File: config.mk
export PLATFORM = sky130hd
export DESIGN_NAME = hsp_top
export DESIGN_NICKNAME = d
export VERILOG_FILES = /design/src/include/hsp_pkg.sv /design/src/hw/hsp_top.sv
export SDC_FILE = /design/constraint.sdc
export NUM_CORES = 1
export LEC_CHECK = 0
export BUFFER_PORTS_ARGS = -buffer_cell sky130_fd_sc_hd__buf_2
export CAP_MARGIN = 20
export CORE_UTILIZATION = 60
export DETAILED_ROUTE_END_ITERATION = 12
export HOLD_SLACK_MARGIN = 0.08
export PLACE_DENSITY_LB_ADDON = 0.1
export SLEW_MARGIN = 20
export SYNTH_ARGS = -nofsm -noshare
export SYNTH_HDL_FRONTEND = slang
export SYNTH_SLANG_ARGS = --single-unit
export TNS_END_PERCENT = 30
File: constraint.sdc
create_clock -name I_CLK_SYS -period 9.95 [get_ports I_CLK_SYS]
set_input_delay 0.4975 -clock I_CLK_SYS [delete_from_list [all_inputs] [get_ports I_CLK_SYS]]
set_output_delay 0.4975 -clock I_CLK_SYS [all_outputs]
set_load 0.05 [all_outputs]
File: src/include/hsp_pkg.sv
// constants, carriers and state codes of the host serial port
// assumes one 20 MHz system clock that also serves as the master clock
// Contract
// - select low uses SPI, high uses UART
// - select pin pulled up, open means UART
// - slave-only four-wire SPI, shared bus allowed
// - chip select high: output off, SPI cleared
// - SPI answers only while chip select low
// - change after SCLK fall, sample on rise
// - SPI bytes shifted MSB first
// - full-duplex UART, two-wire or three-wire mode
// - UART character: start, eight data, stop
// - UART data bits LSB first
// - baud divisor field sets UART bit rate
// - divisor resets to 600 baud at 4.096 MHz
// - UART reaches 512K baud at nominal clock
// - reset pin low over 120 us resets all
// - reset release runs default-loading init
package hsp_pkg;
  localparam int unsigned CLK_HZ = 20_000_000;
  localparam int unsigned RESET_LOW_NS = 120_000;
  // least time, so round up
  localparam int unsigned RESET_LOW_CYC = (RESET_LOW_NS * (CLK_HZ / 1_000_000) + 999) / 1000;
  localparam logic [11:0] RST_CNT_LAST = 12'(RESET_LOW_CYC - 1);
  localparam logic [2:0] INIT_LAST = 3'h3;
  localparam logic [15:0] BAUD_RESET = 16'h004D;
  localparam int unsigned BAUD_LOG2 = 19;
  localparam int unsigned OVS_LOG2 = 4;
  localparam int unsigned ACC_W = BAUD_LOG2 - OVS_LOG2;
  localparam logic [3:0] OVS_MID = 4'h7;
  localparam logic [3:0] OVS_LAST = 4'hF;
  localparam logic [3:0] UART_LAST_BIT = 4'h9;
  localparam logic [2:0] BYTE_LAST_BIT = 3'h7;
  localparam logic [7:0] SPI_IDLE_BYTE = 8'h00;
  localparam int unsigned BYTE_W = 8;
  localparam int unsigned FIFO_DEPTH = 16;
  localparam logic [4:0] SYNC_RESET = 5'h1D;

  typedef struct packed {
    logic frame_err;
    logic [7:0] data;
  } hsp_rx_t;

  typedef enum logic [2:0] {
    ST_RST = 3'h1,
    ST_INIT = 3'h2,
    ST_RUN = 3'h4
  } hsp_init_t;

  typedef enum logic [3:0] {
    RX_IDLE = 4'h1,
    RX_START = 4'h2,
    RX_DATA = 4'h4,
    RX_STOP = 4'h8
  } hsp_rxst_t;

  typedef enum logic [1:0] {
    TX_IDLE = 2'h1,
    TX_SEND = 2'h2
  } hsp_txst_t;
endpackage

File: src/hw/hsp_top.sv
// host serial port: SPI slave or UART picked by the select pin, tx byte fifo
// assumes the five pad pins asynchronous to I_CLK_SYS, host-side pins synchronous to it; SCLK at most a twelfth of it
`timescale 1ns/1ps

module hsp_fifo #(
  parameter int unsigned W = 8,
  parameter int unsigned DEPTH = 16
) (
  input wire logic i_clk,
  input wire logic i_srst,
  input wire logic i_valid,
  input wire logic [W-1:0] i_data,
  output logic o_ready,
  output logic o_valid,
  output logic [W-1:0] o_data,
  input wire logic i_ready
);
  localparam int unsigned AW = $clog2(DEPTH);
  logic [W-1:0] mem [DEPTH];
  logic [AW:0] wr_q;
  logic [AW:0] rd_q;
  logic push;
  logic pop;

  assign o_ready = (wr_q ^ rd_q) != {1'b1, {AW{1'b0}}};
  assign o_valid = wr_q != rd_q;
  assign o_data = mem[rd_q[AW-1:0]];
  assign push = i_valid && o_ready;
  assign pop = o_valid && i_ready;

  always_ff @(posedge i_clk) begin
    if (push) begin
      mem[wr_q[AW-1:0]] <= i_data;
    end
  end

  always_ff @(posedge i_clk) begin
    if (i_srst) begin
      wr_q <= '0;
      rd_q <= '0;
    end else begin
      wr_q <= wr_q + (AW+1)'(push);
      rd_q <= rd_q + (AW+1)'(pop);
    end
  end
endmodule // hsp_fifo

module hsp_top
  import hsp_pkg::*;
(
  input wire logic I_CLK_SYS,
  input wire logic I_SRST,
  input wire logic I_RESET_N,
  input wire logic I_SSEL,
  input wire logic I_CS_N,
  input wire logic I_SCLK,
  input wire logic I_SDI_RX,
  output logic O_SDO_TX,
  output logic O_SDO_TX_OE,
  input wire logic I_BAUD_WE,
  input wire logic [15:0] I_BAUD_DATA,
  input wire logic I_TX_VALID,
  input wire logic [7:0] I_TX_DATA,
  output logic O_TX_READY,
  output logic O_RX_VALID,
  output hsp_rx_t O_RX,
  output logic O_READY
);
  localparam int INIT_MAX = 8;

  logic [4:0] pins;
  logic [4:0] sync1_q;
  logic [4:0] sync2_q;
  logic rstn_s, ssel_s, cs_n_s, sclk_s, sdi_s;
  logic sclk_d_q;
  logic sclk_rise, sclk_fall;
  logic [11:0] rstn_low_cnt_q;
  logic chip_rst_q;
  hsp_init_t init_st_q;
  logic [2:0] init_cnt_q;
  logic core_rst;
  logic uart_mode, spi_on, uart_on;
  logic [15:0] serial_control_reg_q;
  logic [15:0] baud_divisor_field;
  logic [ACC_W-1:0] acc_q;
  logic [ACC_W+1:0] acc_sum;
  logic tick;
  logic f_valid, f_pop;
  logic [7:0] f_data;
  logic spi_started_q, spi_need_q;
  logic [2:0] spi_bit_q;
  logic [7:0] spi_rx_sh_q, spi_tx_sh_q;
  logic spi_load, spi_push, spi_pop;
  hsp_rxst_t rx_st_q;
  logic [3:0] rx_ovs_q;
  logic [2:0] rx_bit_q;
  logic [7:0] rx_sh_q;
  logic uart_push, uart_err, rx_line_q;
  hsp_txst_t tx_st_q;
  logic [3:0] tx_ovs_q;
  logic [3:0] tx_bit_q;
  logic [9:0] tx_sh_q;
  logic uart_pop, uart_line;

  // pin synchronisers reset to idle pin levels, so no false sclk edge after reset
  assign pins = {I_RESET_N, I_SSEL, I_CS_N, I_SCLK, I_SDI_RX};
  generate
    for (genvar g = 0; g < 5; g++) begin : g_sync
      always_ff @(posedge I_CLK_SYS) begin
        if (I_SRST) begin
          sync1_q[g] <= SYNC_RESET[g];
          sync2_q[g] <= SYNC_RESET[g];
        end else begin
          sync1_q[g] <= pins[g];
          sync2_q[g] <= sync1_q[g];
        end
      end
    end
  endgenerate
  assign {rstn_s, ssel_s, cs_n_s, sclk_s, sdi_s} = sync2_q;

  always_ff @(posedge I_CLK_SYS) begin
    if (I_SRST) begin
      sclk_d_q <= 1'b0;
      rx_line_q <= 1'b1;
    end else begin
      sclk_d_q <= sclk_s;
      rx_line_q <= sdi_s;
    end
  end
  assign sclk_rise = sclk_s && !sclk_d_q;
  assign sclk_fall = !sclk_s && sclk_d_q;

  // short glitches on the reset pin are ignored by the low-time filter
  always_ff @(posedge I_CLK_SYS) begin
    if (I_SRST || rstn_s) begin
      rstn_low_cnt_q <= '0;
      chip_rst_q <= 1'b0;
    end else if (rstn_low_cnt_q == RST_CNT_LAST) begin
      chip_rst_q <= 1'b1;
    end else begin
      rstn_low_cnt_q <= rstn_low_cnt_q + 12'h001;
    end
  end

  always_ff @(posedge I_CLK_SYS) begin
    if (I_SRST || chip_rst_q) begin
      init_st_q <= ST_RST;
      init_cnt_q <= '0;
    end else begin
      case (init_st_q)
        ST_RST: begin
          init_st_q <= ST_INIT;
          init_cnt_q <= '0;
        end
        ST_INIT: begin
          init_cnt_q <= init_cnt_q + 3'h1;
          if (init_cnt_q == INIT_LAST) begin
            init_st_q <= ST_RUN;
          end
        end
        ST_RUN: init_st_q <= ST_RUN;
        default: init_st_q <= ST_RST;
      endcase
    end
  end
  assign core_rst = init_st_q != ST_RUN;
  assign O_READY = !core_rst;

  assign uart_mode = ssel_s;
  assign spi_on = !uart_mode && !cs_n_s && !core_rst;
  assign uart_on = uart_mode && !cs_n_s && !core_rst;

  always_ff @(posedge I_CLK_SYS) begin
    if (init_st_q != ST_RUN) begin
      serial_control_reg_q <= {16'h0000 | BAUD_RESET};
    end else if (I_BAUD_WE) begin
      serial_control_reg_q <= I_BAUD_DATA;
    end
  end
  assign baud_divisor_field = serial_control_reg_q;

  // 16x tick at field * f_clk / 2^19 * 16; remainder kept, so no rate drift
  assign acc_sum = (ACC_W+2)'(acc_q) + (ACC_W+2)'(baud_divisor_field);
  assign tick = |acc_sum[ACC_W+1:ACC_W];
  always_ff @(posedge I_CLK_SYS) begin
    if (core_rst) begin
      acc_q <= '0;
    end else begin
      acc_q <= acc_sum[ACC_W-1:0];
    end
  end

  hsp_fifo #(.W(BYTE_W), .DEPTH(FIFO_DEPTH)) u_txq (
    .i_clk(I_CLK_SYS),
    .i_srst(core_rst),
    .i_valid(I_TX_VALID),
    .i_data(I_TX_DATA),
    .o_ready(O_TX_READY),
    .o_valid(f_valid),
    .o_data(f_data),
    .i_ready(f_pop)
  );
  assign f_pop = spi_pop || uart_pop;

  // spi: first byte loaded at select, next one on the fall after the 8th rise
  assign spi_load = spi_on && (!spi_started_q || (sclk_fall && spi_need_q));
  assign spi_pop = spi_load && f_valid;
  assign spi_push = spi_on && sclk_rise && spi_bit_q == BYTE_LAST_BIT;
  always_ff @(posedge I_CLK_SYS) begin
    if (!spi_on) begin
      spi_started_q <= 1'b0;
      spi_need_q <= 1'b0;
      spi_bit_q <= '0;
      spi_rx_sh_q <= '0;
      spi_tx_sh_q <= '0;
    end else begin
      if (spi_load) begin
        spi_started_q <= 1'b1;
        spi_need_q <= 1'b0;
        spi_tx_sh_q <= f_valid ? f_data : SPI_IDLE_BYTE;
      end else if (sclk_fall) begin
        spi_tx_sh_q <= {spi_tx_sh_q[6:0], 1'b0};
      end
      if (sclk_rise) begin
        spi_rx_sh_q <= {spi_rx_sh_q[6:0], sdi_s};
        spi_bit_q <= spi_bit_q + 3'h1;
        if (spi_bit_q == BYTE_LAST_BIT) begin
          spi_need_q <= 1'b1;
        end
      end
    end
  end

  always_ff @(posedge I_CLK_SYS) begin
    if (!uart_on) begin
      rx_st_q <= RX_IDLE;
      rx_ovs_q <= '0;
      rx_bit_q <= '0;
      rx_sh_q <= '0;
    end else begin
      if (tick) begin
        rx_ovs_q <= rx_ovs_q + 4'h1;
      end
      case (rx_st_q)
        RX_IDLE: begin
          rx_ovs_q <= '0;
          // falling edge only: a low stop bit must not restart a frame
          if (!sdi_s && rx_line_q) begin
            rx_st_q <= RX_START;
          end
        end
        RX_START: if (tick && rx_ovs_q == OVS_MID) begin
          rx_ovs_q <= '0;
          rx_bit_q <= '0;
          rx_st_q <= sdi_s ? RX_IDLE : RX_DATA;
        end
        RX_DATA: if (tick && rx_ovs_q == OVS_LAST) begin
          rx_sh_q <= {sdi_s, rx_sh_q[7:1]};
          rx_bit_q <= rx_bit_q + 3'h1;
          if (rx_bit_q == BYTE_LAST_BIT) begin
            rx_st_q <= RX_STOP;
          end
        end
        RX_STOP: if (tick && rx_ovs_q == OVS_LAST) begin
          rx_st_q <= RX_IDLE;
        end
        default: rx_st_q <= RX_IDLE;
      endcase
    end
  end
  assign uart_push = uart_on && rx_st_q == RX_STOP && tick && rx_ovs_q == OVS_LAST;
  assign uart_err = !sdi_s;

  always_ff @(posedge I_CLK_SYS) begin
    if (core_rst) begin
      O_RX_VALID <= 1'b0;
      O_RX <= '0;
    end else begin
      O_RX_VALID <= spi_push || uart_push;
      if (spi_push) begin
        O_RX <= '{frame_err: 1'b0, data: {spi_rx_sh_q[6:0], sdi_s}};
      end else if (uart_push) begin
        O_RX <= '{frame_err: uart_err, data: rx_sh_q};
      end
    end
  end

  // deselect mid-character drops the rest of it rather than stall the fifo
  // frame starts on a tick, so the start bit lasts the full 16 ticks
  assign uart_pop = uart_on && tx_st_q == TX_IDLE && f_valid && tick;
  always_ff @(posedge I_CLK_SYS) begin
    if (!uart_on) begin
      tx_st_q <= TX_IDLE;
      tx_ovs_q <= '0;
      tx_bit_q <= '0;
      tx_sh_q <= '1;
    end else begin
      case (tx_st_q)
        TX_IDLE: if (f_valid && tick) begin
          tx_sh_q <= {1'b1, f_data, 1'b0};
          tx_ovs_q <= '0;
          tx_bit_q <= '0;
          tx_st_q <= TX_SEND;
        end
        TX_SEND: if (tick) begin
          tx_ovs_q <= tx_ovs_q + 4'h1;
          if (tx_ovs_q == OVS_LAST) begin
            tx_sh_q <= {1'b1, tx_sh_q[9:1]};
            tx_bit_q <= tx_bit_q + 4'h1;
            if (tx_bit_q == UART_LAST_BIT) begin
              tx_st_q <= TX_IDLE;
            end
          end
        end
        default: tx_st_q <= TX_IDLE;
      endcase
    end
  end
  assign uart_line = tx_st_q == TX_SEND ? tx_sh_q[0] : 1'b1;

  always_ff @(posedge I_CLK_SYS) begin
    if (core_rst) begin
      O_SDO_TX <= 1'b1;
      O_SDO_TX_OE <= 1'b0;
    end else begin
      O_SDO_TX <= uart_mode ? uart_line : spi_tx_sh_q[7];
      O_SDO_TX_OE <= spi_on || uart_on;
    end
  end

  property p_mode_line;
    @(posedge I_CLK_SYS) disable iff (I_SRST)
    (uart_on && !$past(core_rst)) |=> O_SDO_TX == $past(uart_line) && O_SDO_TX_OE;
  endproperty
  a_mode_line: assert property (p_mode_line) else $error("uart line not on pin");

  property p_cs_release;
    @(posedge I_CLK_SYS) disable iff (I_SRST)
    (!uart_mode && cs_n_s) |=> !O_SDO_TX_OE && spi_bit_q == 3'h0 && !spi_started_q;
  endproperty
  a_cs_release: assert property (p_cs_release) else $error("spi active while deselected");

  property p_push_cs;
    @(posedge I_CLK_SYS) disable iff (I_SRST)
    spi_push |-> !cs_n_s && !uart_mode ##1 O_RX_VALID && !O_RX.frame_err;
  endproperty
  a_push_cs: assert property (p_push_cs) else $error("spi byte outside select");

  property p_msb_in;
    @(posedge I_CLK_SYS) disable iff (I_SRST)
    (spi_on && sclk_rise) |=> spi_rx_sh_q == {$past(spi_rx_sh_q[6:0]), $past(sdi_s)};
  endproperty
  a_msb_in: assert property (p_msb_in) else $error("spi input not msb first");

  property p_change_on_fall;
    @(posedge I_CLK_SYS) disable iff (I_SRST)
    (spi_on && spi_started_q && !sclk_fall) ##1 spi_on |-> $stable(spi_tx_sh_q);
  endproperty
  a_change_on_fall: assert property (p_change_on_fall) else $error("sdo moved off a fall");

  property p_tx_frame;
    @(posedge I_CLK_SYS) disable iff (I_SRST)
    uart_pop |=> tx_sh_q == {1'b1, $past(f_data), 1'b0} && tx_st_q == TX_SEND;
  endproperty
  a_tx_frame: assert property (p_tx_frame) else $error("bad uart frame load");

  property p_tx_lsb;
    @(posedge I_CLK_SYS) disable iff (I_SRST)
    (tx_st_q == TX_SEND && tick && tx_ovs_q == OVS_LAST) ##1 uart_on
      |-> tx_sh_q == {1'b1, $past(tx_sh_q[9:1])};
  endproperty
  a_tx_lsb: assert property (p_tx_lsb) else $error("uart not lsb first");

  property p_baud_default;
    @(posedge I_CLK_SYS) disable iff (I_SRST)
    (init_st_q == ST_INIT) |=> baud_divisor_field == BAUD_RESET;
  endproperty
  a_baud_default: assert property (p_baud_default) else $error("baud default wrong");

  property p_rst_filter;
    @(posedge I_CLK_SYS) disable iff (I_SRST)
    $rose(chip_rst_q) |-> $past(rstn_low_cnt_q) == RST_CNT_LAST && !$past(rstn_s);
  endproperty
  a_rst_filter: assert property (p_rst_filter) else $error("chip reset too early");

  property p_init_seq;
    @(posedge I_CLK_SYS) disable iff (I_SRST)
    $fell(chip_rst_q) |-> ##[1:INIT_MAX] init_st_q == ST_RUN;
  endproperty
  a_init_seq: assert property (p_init_seq) else $error("init did not finish");

  property p_uart_desel;
    @(posedge I_CLK_SYS) disable iff (I_SRST)
    (uart_mode && cs_n_s) |=> !O_SDO_TX_OE ##1 !O_RX_VALID;
  endproperty
  a_uart_desel: assert property (p_uart_desel) else $error("uart active deselected");
endmodule // hsp_top

; ---- Word-level counts from Yosys, hierarchy flattened
; Memory sizes are Yosys's and may differ from the RTL's. A register that Yosys moved wholly into a read port is not among the register bits.
; Index checks and enable logic that the tools add are counted.
[classes]
n_addsub = 10
n_eq_ne = 30
magnitude_cmp = 0
muxes = 44
multipliers = 0
div = 0
shift = 0
n_bitwise = 1
reduce_logical = 49
[op_table]
columns = op, n
row1 = 4-bit 2-to-1 mux, 12
row2 = 8-bit 2-to-1 mux, 5
row3 = 10-bit 2-to-1 mux, 3
row4 = 4-bit one-hot mux with 2 select lines, 3
row5 = 1-bit logical AND, 23
row6 = 10-bit one-hot mux with 2 select lines, 1
row7 = 2-bit inequality test (second input constant), 9
row8 = 15-bit by 16-bit adder with 17-bit output, 1
row9 = 4-bit equality test (second input constant), 4
row10 = 4-bit one-hot mux with 4 select lines, 1
row11 = 12-bit by 1-bit adder with 12-bit output (second input constant), 1
row12 = 4-bit by 1-bit adder with 4-bit output (second input constant), 3
row13 = 12-bit equality test (second input constant), 1
row14 = 3-bit 2-to-1 mux, 4
row15 = 3-bit one-hot mux with 2 select lines, 2
row16 = 5-bit by 1-bit adder with 5-bit output, 2
row17 = 2-bit nonzero test, 5
row18 = 3-bit by 1-bit adder with 3-bit output (second input constant), 3
row19 = 3-bit equality test (second input constant), 3
row20 = 3-bit one-hot mux with 3 select lines, 1
row21 = 4-bit by 3-bit equality test with 1-bit output (second input constant), 2
row22 = 2-bit 2-to-1 mux, 4
row23 = 4-bit AND reduction, 2
row24 = 1-bit logical NOT, 7
row25 = 18 further kinds, 32
[totals]
inputBits = 33
elab_cells = 173
latch_bits = 0
rom_bits = 0
n_memories = 1
register_bits = 143
ramBits = 128
[mem_list]
columns = name, words, width, read_ports, rd_clocked_by_memory_dff, write_ports, line
row1 = u_txq.mem, 16, 8, 1, 1, 1, hsp_top.sv:19  ; logic [W-1:0] mem [DEPTH];

; ---- Depth between registers and ports, before layout
; Gate-level depths: netlist (run 1).
[logic_depth]
ltp_word = 10
ltp_mapped = 15
depth_no_buf = 14

; ---- Hierarchy
; A second synthesis (run 1) with hierarchy kept.
[unflattened]
hier_cells = 974
hier_area_um2 = 11603.6
[modules_own_cells]
columns = module, instances, seq_area_each_um2, area_each_um2, cells_per_inst
row1 = hsp_top, 1, 2642.5, 6049.6, 697
row2 = hsp_fifo, 1, 4043.9, 5554.1, 277

; ---- Worst setup path after synthesis (run 1)
; No wires, ideal clock.
[synth_timing]
path_kind = register -> register
startpoint = reg serial_control_reg_q[0], in the netlist baud_divisor_field[0]
endpoint = reg u_txq.rd_q[4]
t_arrival_ps = 3005
slack_ps = 6817
path_stages_with_launch = 16
synth_period_minus_slack_ps = 3133
cell_sequence = dfxtp_1 > ha_1 > fa_1 > a211oi_1 > nor2_1 > o21ai_1 > o2111ai_4 > nand2_1 > buf_2 > nor2_1 > a22o_1 > ha_1 > ha_1 > nand3_1 > xor2_1 > nor2_1
[synth_via]
elab_chain_cells = 6
[synth_lines]
columns = item, line
row1 = from (decl), hsp_top.sv:83  ; logic [15:0] serial_control_reg_q;
row2 = from (signal assigned), hsp_top.sv:176  ; serial_control_reg_q <= {16'h0000 | BAUD_RESET};
row3 = 15-bit by 16-bit adder with 17-bit output, hsp_top.sv:184  ; assign acc_sum = (ACC_W+2)'(acc_q) + (ACC_W+2)'(baud_divisor_field);
row4 = 2-bit OR reduction, hsp_top.sv:185  ; assign tick = |acc_sum[ACC_W+1:ACC_W];
row5 = 1-bit logical AND, hsp_top.sv:291  ; assign uart_pop = uart_on && tx_st_q == TX_IDLE && f_valid && tick;
row6 = 1-bit logical OR, hsp_top.sv:204  ; assign f_pop = spi_pop || uart_pop;
row7 = 1-bit logical AND, hsp_top.sv:29  ; assign pop = o_valid && i_ready;
row8 = 5-bit by 1-bit adder with 5-bit output, hsp_top.sv:43  ; rd_q <= rd_q + (AW+1)'(pop);
row9 = to (signal assigned), hsp_top.sv:43
row10 = to (decl), hsp_top.sv:21  ; logic [AW:0] rd_q;
; Every way passes these cells.
; A chain may end at the register's enable or synchronous reset.

; ---- Final worst setup path (run 1)
; Same ends and word-level chain as after synthesis.

==> flow_summary_export.csv, run 1 <==
group,metric,value,unit
cts,clock_sinks,270,
sta,worst_hold_slack,0.154,ns
cts,h-tree-depth,1,
drt,post-route-drc-count,6,
pwr,ir_worst_vdd,0.000229,V
grt,grt_usage,24.1,%
drt,drtAntennaViolNets,0,
die,dieWidth,139,um
grt,grt_first_pass_wirelength,37200,um
pwr,internal_power,1.83,mW
drt,drt_first_pass_iters,9,
synth,ys.flop_type,"dfxtp_1",
sta,rsz0062_at_grt,"false",
critical_path,crit_path_max_fanout,11,
pwr,sequentialPowerShare,51.7,%
layout,nets,1029,
drt,via_count,7286,
sta,period_share,37.0,%
layout,layout-drive-gt1-share,16.5,%
cts,clk_latency,0.54,ns
pwr,power.density,181,nW/um2
sta,tightest_slew,0.966,ns
drt,first_iter_violations,386,
die,dieArea,19400,um2
cts,root_buffer,"clkbuf_16",
critical_path,endpoint_kind,"flop",
critical_path,cp_data_required_time,10.36,ns
synth,syn_nets,993,
cts,holdBufCountCts,0,
grt,gr-total-overflow,0,
pwr,total_power,2.27,mW
drt,via_per_inst,6.00,
pwr,total_leakage_power,4.35,nW
synth,synth_cell_types,68,
cts,cts_buffers,28,
synth,ys_seq_area_share,59.3,%
die,coreArea,18200,um2
sta,maxSlewHeadroom,35.4,%
min_path,min_path_type,"primary input to flop",
critical_path,cp_cell_sequence,"ha_1 -> fa_1 -> a211oi_1 -> nor2_1 -> o21ai_1 -> o2111ai_4 -> nand2_1 -> nor2_1 -> a22o_1 -> ha_1 -> ha_1 -> nand3_1 -> xor2_1 -> nor2_1",
placed_design,dp_hpwl,15200,um
grt,grt_pass1_vias,7410,
pwr,switching_share,19.6,%
die,rows,49,
sta,finalHoldViolCount,0,
critical_path,crit_path_start_kind,"flop",
drt,wl_per_cell,18.7,um
grt,antenna_found_initial,0,
sta,final.min_clock_period,3.68,ns
synth,synth-edff-count,128,
synth,syn_inst,929,
die,io-pin-count,47,
drt,routed_wl,22700,um
die,start_util,62.0,%
placed_design,portBuffers,46,
cts,clock_tree.buffer_depth,3,
pwr,switching_power,0.447,mW
critical_path,critPathArrivalTime,4.09,ns
cts,cts_resized,0,
critical_path,cp_slowest_cell,"o21ai_1",
pwr,pwr-share-clk,46.3,%
cts,cts_tree,"built",
die,die_y,139,um
run_status,violations,"design-rule violations",
synth,synth_area_per_cell,12.1,um2
critical_path,crit_type,"flop to flop",
layout,diodes,0,
layout,final_common_cell,"dfxtp_1",
layout,final_cell_mix,"dfxtp_1, edfxtp_1, nor2_1",
synth,syn-cell-area,11300,um2
sta,finalSetupTns,0,ns
sta,finalSetupViolations,0,
sta,max_freq,0.272,GHz
sta,finalMaxSlewViolations,0,
critical_path,timing.critical_path.slowest_cell_delay,0.47,ns
layout,utilization,69.2,%
cts,post_cts_buffers,0,
placed_design,gp_congestion,0.846,
synth,synthArstFlopShare,0,%
run,maxCapViolCount,0,
sta,skew,0.0143,ns
layout,layout-area-overhead-vs-synth,11.6,%
synth,yosys_warnings,0,
grt,grt_max_degree,36,
synth,synth_seq_cells,270,
pwr,combinationalPowerShare,2.0,%
run_status,status,"finished with violations",
cts,clk_pin_slew,0.06,ns
==> stage by stage <==
step / cell area [um2] / setup slack [ns] / std cells
after floorplan: 11300 / 6.82 / 929
after global placement: 11600 / 6.49 / 1164
after detailed placement: 11600 / 6.34 / 1164
after CTS: 12600 / 6.30 / 1214
after global routing: 12600 / 6.00 / 1214
final: 12600 / 6.27 / 1214
==> power groups by stage <==
stage               registers (mW)  clock network, mW  logic [mW]
finish                        1.18               1.05      0.0451
global route                  1.18               1.12      0.0501
CTS                           1.18               1.07      0.0455
detailed placement            1.20                  0      0.0451
global placement              1.20                  0      0.0428
floorplan                     1.20                  0      0.0290
==> area by class of cell <==
type | instances | area (um2)
Inverter | 16 | 60.1
Clock inverter | 16 | 191
Fill cell | 1330 | 5610
Clock buffer | 34 | 753
Timing Repair Buffer | 53 | 283
Tap cell | 229 | 287
Sequential cell | 270 | 6690
Multi-Input combinational cell | 596 | 4330
==> final timing paths <==
path,cells past startpoint,from,slack [ns],to
worst min-delay path,2,I_RESET_N,0.15,sync1_q[4]
worst max register to register,14,baud_divisor_field[0],6.27,u_txq.rd_q[4]
worst max-delay path,14,baud_divisor_field[0],6.27,u_txq.rd_q[4]
worst min register to register,1,sync1_q[2],0.41,cs_n_s
==> flip-flops by register name (all words and copies together), names as in the netlist, 5 cells and up <==
register and cells:
O_RX 9, acc_q 15, baud_divisor_field 16, rstn_low_cnt_q 12, rx_sh_q 8, spi_rx_sh_q 7
spi_tx_sh_q 8, sync1_q 5, tx_sh_q 9, u_txq.mem 128, u_txq.rd_q 5, u_txq.wr_q 5
==> cell families (layout without fill, tap and decap cells) <==
kind of cell               after synthesis  count (layout)  synth area share [%]
and+or+nand+nor                        302             302                  12.9
DFF                                    270             270                  59.3
AOI/OAI and AO/OA                      161             161                  8.83
muxes                                   67              67                  10.4
buffers and inverters                   63             119                  2.42
xor gates and xnor gates                35              35                  2.72
adders and majority gates               31              31                  3.50
==> synthesized netlist by cell type (all sizes together) (3+ instances only) <==
cell / count / area (um2)
a211oi: 6 / 45.0
a21o: 3 / 22.5
a21oi: 64 / 324
a221oi: 7 / 61.3
a31oi: 5 / 31.3
and2: 9 / 56.3
and3: 4 / 25.0
and4: 3 / 28.8
buf: 25 / 129
clkbuf: 22 / 83.8
dfxtp: 142 / 2840
edfxtp: 128 / 3840
ha: 30 / 375
inv: 16 / 60.1
mux2i: 26 / 260
mux4: 40 / 901
nand2: 64 / 240
nand2b: 9 / 56.3
nand3: 33 / 165
nand3b: 4 / 30.0
nand4: 4 / 25.0
nor2: 106 / 405
nor2b: 7 / 43.8
nor3: 21 / 105
nor3b: 3 / 22.5
nor4: 3 / 25.0
nor4b: 3 / 26.3
o21a: 3 / 22.5
o21ai: 43 / 219
o21bai: 4 / 30.0
o311ai: 9 / 78.8
or2: 12 / 75.1
or3: 11 / 68.8
or3b: 4 / 35.0
xnor2: 16 / 140
xor2: 19 / 166
==> routing by layer <==
| layer | global-route usage (%) | share of wire (%) |
|---|---|---|
| met5 | 0 | 0 |
| met4 | 7.72 | 2.9 |
| met3 | 3.56 | 3.7 |
| met2 | 43.4 | 51 |
| met1 | 29.9 | 43 |
==> worst max-delay path: cells and delay by family, from the launching register on <==
family,cells,cell delay (ns)
XOR/XNOR,1,0.17
adder cells (fa/ha/maj),4,1.11
AO/OA/AOI/OAI,4,1.20
flip-flops,1,0.32
AND/OR/NAND/NOR,5,0.73
Power figures use the tool's default switching activity.
==> inputs of run 2 (changes only) <==
--- a/config.mk
+++ b/config.mk
@@ -5,9 +5,10 @@
 export SDC_FILE = /design/constraint.sdc
 export NUM_CORES = 1
 export LEC_CHECK = 0
+export ABC_AREA = 1
 export BUFFER_PORTS_ARGS = -buffer_cell sky130_fd_sc_hd__buf_2
 export CAP_MARGIN = 20
-export CORE_UTILIZATION = 60
+export CORE_UTILIZATION = 55
 export DETAILED_ROUTE_END_ITERATION = 12
 export HOLD_SLACK_MARGIN = 0.08
 export PLACE_DENSITY_LB_ADDON = 0.1
==> constraint.sdc (replaced) <==
create_clock -name I_CLK_SYS -period 3.08 [get_ports I_CLK_SYS]
set_input_delay 0.154 -clock I_CLK_SYS [delete_from_list [all_inputs] [get_ports I_CLK_SYS]]
set_output_delay 0.154 -clock I_CLK_SYS [all_outputs]
set_load 0.05 [all_outputs]
==> run 2 against run 1 <==
Against the previous run: the run now ends clean; global-route usage is 0.58 points lower; design area increased by 7.6%; register-to-register slack worse by 6.0 ns; fmax up 30%; first-iteration DRC count up 32%; clock power rose to 3.4 times the previous value; core utilization down 2.6 points; critical endpoint is now u_txq.rd_q[2]; largest cell class unchanged.
==> flow_summary_export.csv, run 2 <==
group,metric,value,unit
synth,yosys_warnings,0,
die,io-pin-count,47,
critical_path,cp_data_required_time,3.55,ns
run_status,status,"finished, final reports clean",
layout,final_cell_count_no_fill,1647,
layout,layout-drive-gt1-share,12.2,%
synth,ys.flop_type,"dfxtp_1",
run,maxCapViolCount,0,
synth,synth_area_per_cell,9.21,um2
placed_design,pre_cts_ws,0.258,ns
sta,worst_slack,0.249,ns
die,die_y,147,um
critical_path,rr_startpoint,"baud_divisor_field[0]",
cts,cts_buffers,28,
critical_path,crit_path_start_kind,"flop",
grt,grt_first_pass_wirelength,41100,um
critical_path,r2r-end,"u_txq.rd_q[2]",
cts,cts_tree,"built",
placed_design,dp_hpwl,15700,um
drt,via_count,8713,
sta,rsz0062_at_grt,"false",
synth,yosys-top-cells-count,"nand2_1, nor2_1, dfxtp_1",
layout,layout-area-overhead-vs-synth,17.7,%
synth,synth_seq_cells,270,
die,coreArea,20400,um2
placed_design,gp_congestion,0.819,
min_path,min_path_type,"primary input to flop",
sta,finalSetupTns,0,ns
placed_design,dpl_cell_area,12100,um2
synth,synth_top_area_cell,"edfxtp_1",
cts,h-tree-depth,1,
pwr,total_power,7.55,mW
grt,grt_max_degree,67,
grt,grt_pass1_vias,8370,
synth,ys_seq_area_share,58.1,%
critical_path,crit_path_max_fanout,6,
sta,finalMaxSlewViolations,0,
drt,drt_first_pass_iters,5,
synth,yosysTopAreaCellShare,33.4,%
synth,synth-edff-count,128,
layout,nets,1419,
layout,diodes,0,
layout,final_cell_mix,"nand2_1, nor2_1, dfxtp_1",
cts,clk_pin_slew,0.06,ns
layout,utilization,66.6,%
min_path,holdPathStages,3,
sta,final.min_clock_period,2.83,ns
sta,maxSlewHeadroom,46.6,%
min_path,hold_path_end,"baud_divisor_field[3]",
placed_design,dp.cells,1546,
pwr,total_leakage_power,5.31,nW
synth,synthArstFlopShare,0,%
cts,clk_latency,0.54,ns
die,dieWidth,147,um
min_path,holdCritStartpoint,"I_BAUD_WE",
grt,gr-total-overflow,0,
synth,syn-cell-area,11500,um2
sta,tightest_slew,0.798,ns
synth,yosys-top-cells-area,"edfxtp_1, dfxtp_1, nand2_1",
drt,via_per_inst,5.29,
cts,root_buffer,"clkbuf_16",
layout,final_cell_area,13600,um2
critical_path,critPathArrivalTime,3.30,ns
placed_design,portBuffers,46,
sta,max_freq,0.353,GHz
cts,clock_sinks,270,
sta,period_share,91.9,%
critical_path,crit_type,"flop to flop",
die,rows,52,
critical_path,endpoint_kind,"flop",
synth,yosysMostFrequentCell,"nand2_1",
synth,syn_nets,1314,
drt,post-route-drc-count,0,
pwr,ir_worst_vdd,0.000431,V
synth,syn_inst,1250,
critical_path,rr_worst_depth,14,
die,dieArea,21500,um2
critical_path,r2r_slack,0.25,ns
grt,grt_usage,23.5,%
synth,synth_cell_types,49,
drt,first_iter_violations,508,
drt,wl_per_cell,15.0,um
sta,worst_hold_slack,0.119,ns
grt,antenna_found_initial,1,
pwr,power.density,557,nW/um2
layout,largest_reg_flops,128,
cts,clock_tree.buffer_depth,3,
cts,post_cts_buffers,0,
layout,final_common_cell,"nand2_1",
drt,drtAntennaViolNets,0,
die,start_util,56.6,%
drt,routed_wl,24700,um
sta,skew,0.0116,ns
sta,finalHoldViolCount,0,
sta,finalSetupViolations,0,
==> run 2: changes by cell type after synthesis, moves of 12 or more <==
cell and change:
o21ai_0 +71, o32ai_1 +16, inv_1 +88, o211ai_1 +12, a21oi_1 +13, nand3_1 +32, nand2_1 +161, clkbuf_1 +13
mux4_2 -40, nor2_1 +74, mux2i_1 -24
==> run 2: logic make-up after synthesis <==
| kind of cell | synth area share [%] |
|---|---|
| muxes | 0.174 |
| and+or+nand+nor | 19.7 |
| AOI/OAI and AO/OA | 12.2 |
| DFF | 58.1 |
| adders and majority gates | 3.43 |
| xor gates and xnor gates | 0.989 |
| buffers and inverters | 5.43 |
==> run 2: layer usage <==
metal | global-route usage, % | part of all wire [%]
met1 | 33.2 | 48
met2 | 38.9 | 47
met3 | 3.07 | 4.4
met4 | 4.64 | 1.0
met5 | 0 | 0.032
==> run 2: what timing repair did <==
item | CTS | global route
endpoints found under the setup margin | 0 | 1
hold buffers | 49 | 0
resized for setup | 0 | 1
hold endpoints to repair | 157 | 0
==> run 2: how the worst max path moves through the flow <==
| stage | to | depth (start not counted) | start |
|---|---|---|---|
| after global placement | u_txq.rd_q[2] | 14 | baud_divisor_field[0] |
| after global routing | u_txq.rd_q[2] | 14 | baud_divisor_field[0] |
| final | u_txq.rd_q[2] | 14 | baud_divisor_field[0] |
| after detailed placement | u_txq.rd_q[2] | 14 | baud_divisor_field[0] |
| after floorplan | u_txq.rd_q[2] | 15 | baud_divisor_field[0] |
| after CTS | u_txq.rd_q[2] | 14 | baud_divisor_field[0] |
==> run 2: where the power goes <==
group / total, mW / switching (mW) / internal, mW
clock network: 3.53 / 1.39 / 2.15
logic: 0.219 / 0.127 / 0.0925
registers: 3.79 / 0.0149 / 3.78
total: 7.55 / 1.53 / 6.02
==> run 2: layout make-up <==
type / count / area, um2
fillers: 1634 / 6810
flip-flops and latches: 270 / 6690
multi-input cells: 825 / 4210
repair buffers: 121 / 916
clock buffers: 36 / 791
inverters: 109 / 417
well taps: 270 / 338
clock inverters: 16 / 199
==> run 2: worst max-delay path: stages, from the launching register on <==
cell and delay, ns:
dfxtp_1 0.31, ha_1 0.24, fa_1 0.43, nand3_1 0.09, nand2_1 0.10, nand2_1 0.09
nand2_1 0.11, a21oi_2 0.18, nand2_2 0.11, nand3_2 0.15, o21ai_0 0.13, ha_1 0.22
ha_1 0.22, or2_2 0.30, a21oi_1 0.11
==> inputs of run 3 (changes only) <==
--- a/config.mk
+++ b/config.mk
@@ -10,8 +10,9 @@
 export CAP_MARGIN = 20
 export CORE_UTILIZATION = 55
 export DETAILED_ROUTE_END_ITERATION = 12
+export GPL_ROUTABILITY_DRIVEN = 1
 export HOLD_SLACK_MARGIN = 0.08
-export PLACE_DENSITY_LB_ADDON = 0.1
+export PLACE_DENSITY = 0.75
 export SLEW_MARGIN = 20
 export SYNTH_ARGS = -nofsm -noshare
 export SYNTH_HDL_FRONTEND = slang
==> run 3 against run 2 <==
Against the previous run: largest power group unchanged; flip-flop and latch count unchanged; register-to-register slack improved by 0.02 ns; clock power decreased by 6.8%; via count increased by 1.5%; worst hold slack got worse by 0.026 ns; clock skew about the same; highest routed layer is now met4; sequential share of layout area increased by 0.60 points.
==> flow_summary_export.csv, run 3 (synthesis gave the netlist of run 2 again) <==
group,metric,value,unit
placed_design,dpl_cell_area,12000,um2
die,die_y,147,um
critical_path,cp_top_family,"simple AND/OR/NAND/NOR gates",
critical_path,timing.critical_path.slowest_cell_delay,0.41,ns
pwr,total_leakage_power,5.21,nW
layout,layout-area-overhead-vs-synth,16.3,%
die,rows,52,
drt,top_layer_used,"met4",
sta,maxSlewHeadroom,31.4,%
placed_design,gp_congestion,0.820,
die,dieWidth,147,um
cts,clock_sinks,270,
layout,final_cell_area,13400,um2
layout,utilization,65.8,%
drt,dr_wl_met3,1180,um
drt,routed_wl,25100,um
grt,grt_max_degree,67,
sta,max_freq,0.356,GHz
layout,n_fill_cell,1543,
cts,clk_latency,0.54,ns
die,start_util,56.6,%
cts,cts_buffers,27,
sta,skew,0.0114,ns
sta,finalMaxSlewViolations,0,
placed_design,portBuffers,46,
placed_design,dp.cells,1536,
cts,root_buffer,"clkbuf_16",
run,maxCapViolCount,0,
critical_path,path_buf_inv,1,
min_path,min_path_type,"primary input to flop",
critical_path,crit_path_start_kind,"flop",
cts,clock_tree.buffer_depth,3,
pwr,power.density,545,nW/um2
drt,drtAntennaViolNets,0,
layout,nets,1409,
critical_path,crit_path_max_fanout,14,
layout,layout-drive-gt1-share,11.1,%
sta,finalSetupViolations,0,
grt,grt_first_pass_wirelength,41500,um
critical_path,endpoint_kind,"flop",
grt,antenna_found_initial,1,
grt,gr-total-overflow,0,
layout,final_cell_mix,"nand2_1, nor2_1, dfxtp_1",
drt,post-route-drc-count,0,
cts,h-tree-depth,1,
critical_path,critPathArrivalTime,3.26,ns
pwr,total_power,7.30,mW
cts,cts_tree,"built",
layout,largest_reg_flops,128,
critical_path,cp_data_required_time,3.53,ns
sta,finalSetupTns,0,ns
sta,final.min_clock_period,2.81,ns
grt,grt_usage,23.7,%
die,dieArea,21500,um2
sta,tightest_slew,1.02,ns
drt,via_count,8843,
layout,final_common_cell,"nand2_1",
die,io-pin-count,47,
critical_path,cp_cell_sequence,"ha_1 -> fa_1 -> nand3_1 -> nand2_1 -> nand2_1 -> nand2_1 -> a21oi_2 -> nand2_2 -> buf_4 -> o21ai_2 -> nand2_2 -> nand2_2 -> nand2_1 -> a21oi_1",
critical_path,crit_type,"flop to flop",
pwr,ir_worst_vdd,0.000554,V
critical_path,cp_slowest_cell,"fa_1",
sta,period_share,91.2,%
grt,grt_pass1_vias,8481,
sta,finalHoldViolCount,0,
drt,wl_met1,11200,um
drt,wl_per_cell,15.3,um
drt,first_iter_violations,776,
placed_design,dp_hpwl,15200,um
drt,wl_met2,12100,um
run_status,status,"finished, final reports clean",
drt,drt_first_pass_iters,5,
drt,via_per_inst,5.41,
layout,final_cell_count_no_fill,1636,
die,coreArea,20400,um2
critical_path,path_common_cell,"nand2_1",
sta,rsz0062_at_grt,"false",
cts,clk_pin_slew,0.06,ns
run 3: changes by cell type in the layout (fill, tap and decap cells not counted), moves of 2 or more:
cell,change
clkbuf_8,-2
clkinv_1,-2
clkinv_2,-2
clkinvlp_4,-3
clkbuf_1,+8
buf_4,-9
run 3: path summary, 6_finish.rpt:
kind | cells past startpoint | startpoint | endpoint | slack (ns)
setup / recovery | 14 | baud_divisor_field[0] | tx_bit_q[1] | 0.27
hold / removal | 3 | I_BAUD_WE | baud_divisor_field[5] | 0.09
setup reg to reg | 14 | baud_divisor_field[0] | tx_bit_q[1] | 0.27
hold reg to reg | 1 | sync1_q[3] | ssel_s | 0.41
run 3: through the flow:
| stage | setup slack [ns] | hold WS, ns |
|---|---|---|
| 2_1_floorplan | 0.417 | 0.253 |
| 3_3_place_gp | 0.286 | 0.336 |
| 3_5_place_dp | 0.197 | 0.341 |
| 4_1_cts | 0.169 | 0.0850 |
| 5_1_grt | 0.0119 | 0.0922 |
| 6_report | 0.272 | 0.0923 |
run 3: layout make-up:
class	count	area, um2	area share (%)
multi-input combinational	825	4210	31.4
antenna	1	2.50	0.0187
inverter	109	417	3.11
sequential	270	6690	49.9
timing repair buffer	112	848	6.33
clock buffer	41	768	5.74
clock inverter	8	121	0.906
tap	270	338	2.52
run 3: what timing repair did:
item	CTS	global route
endpoints found under the hold margin	156	0
gates resized for setup	0	3
buffers inserted	0	1
endpoints found under the setup margin	0	6
hold buffers	49	0
run 3: worst min-delay path, cell delays in order:
cell,delay (ns)
buf_2,0.22
nand2_1,0.13
a21oi_1,0.07
run 3: metal layers:
metal	vias up	GRT usage, %
li1	4422	-
met1	4158	31.6
met2	222	39.8
met3	41	3.51
met4	0	8.18
met5	-	0
run 3: power breakdown:
group | total [mW] | switching (mW) | internal [mW]
clock network | 3.29 | 1.32 | 1.97
registers | 3.79 | 0.0153 | 3.78
logic | 0.221 | 0.128 | 0.0930
total | 7.30 | 1.47 | 5.84
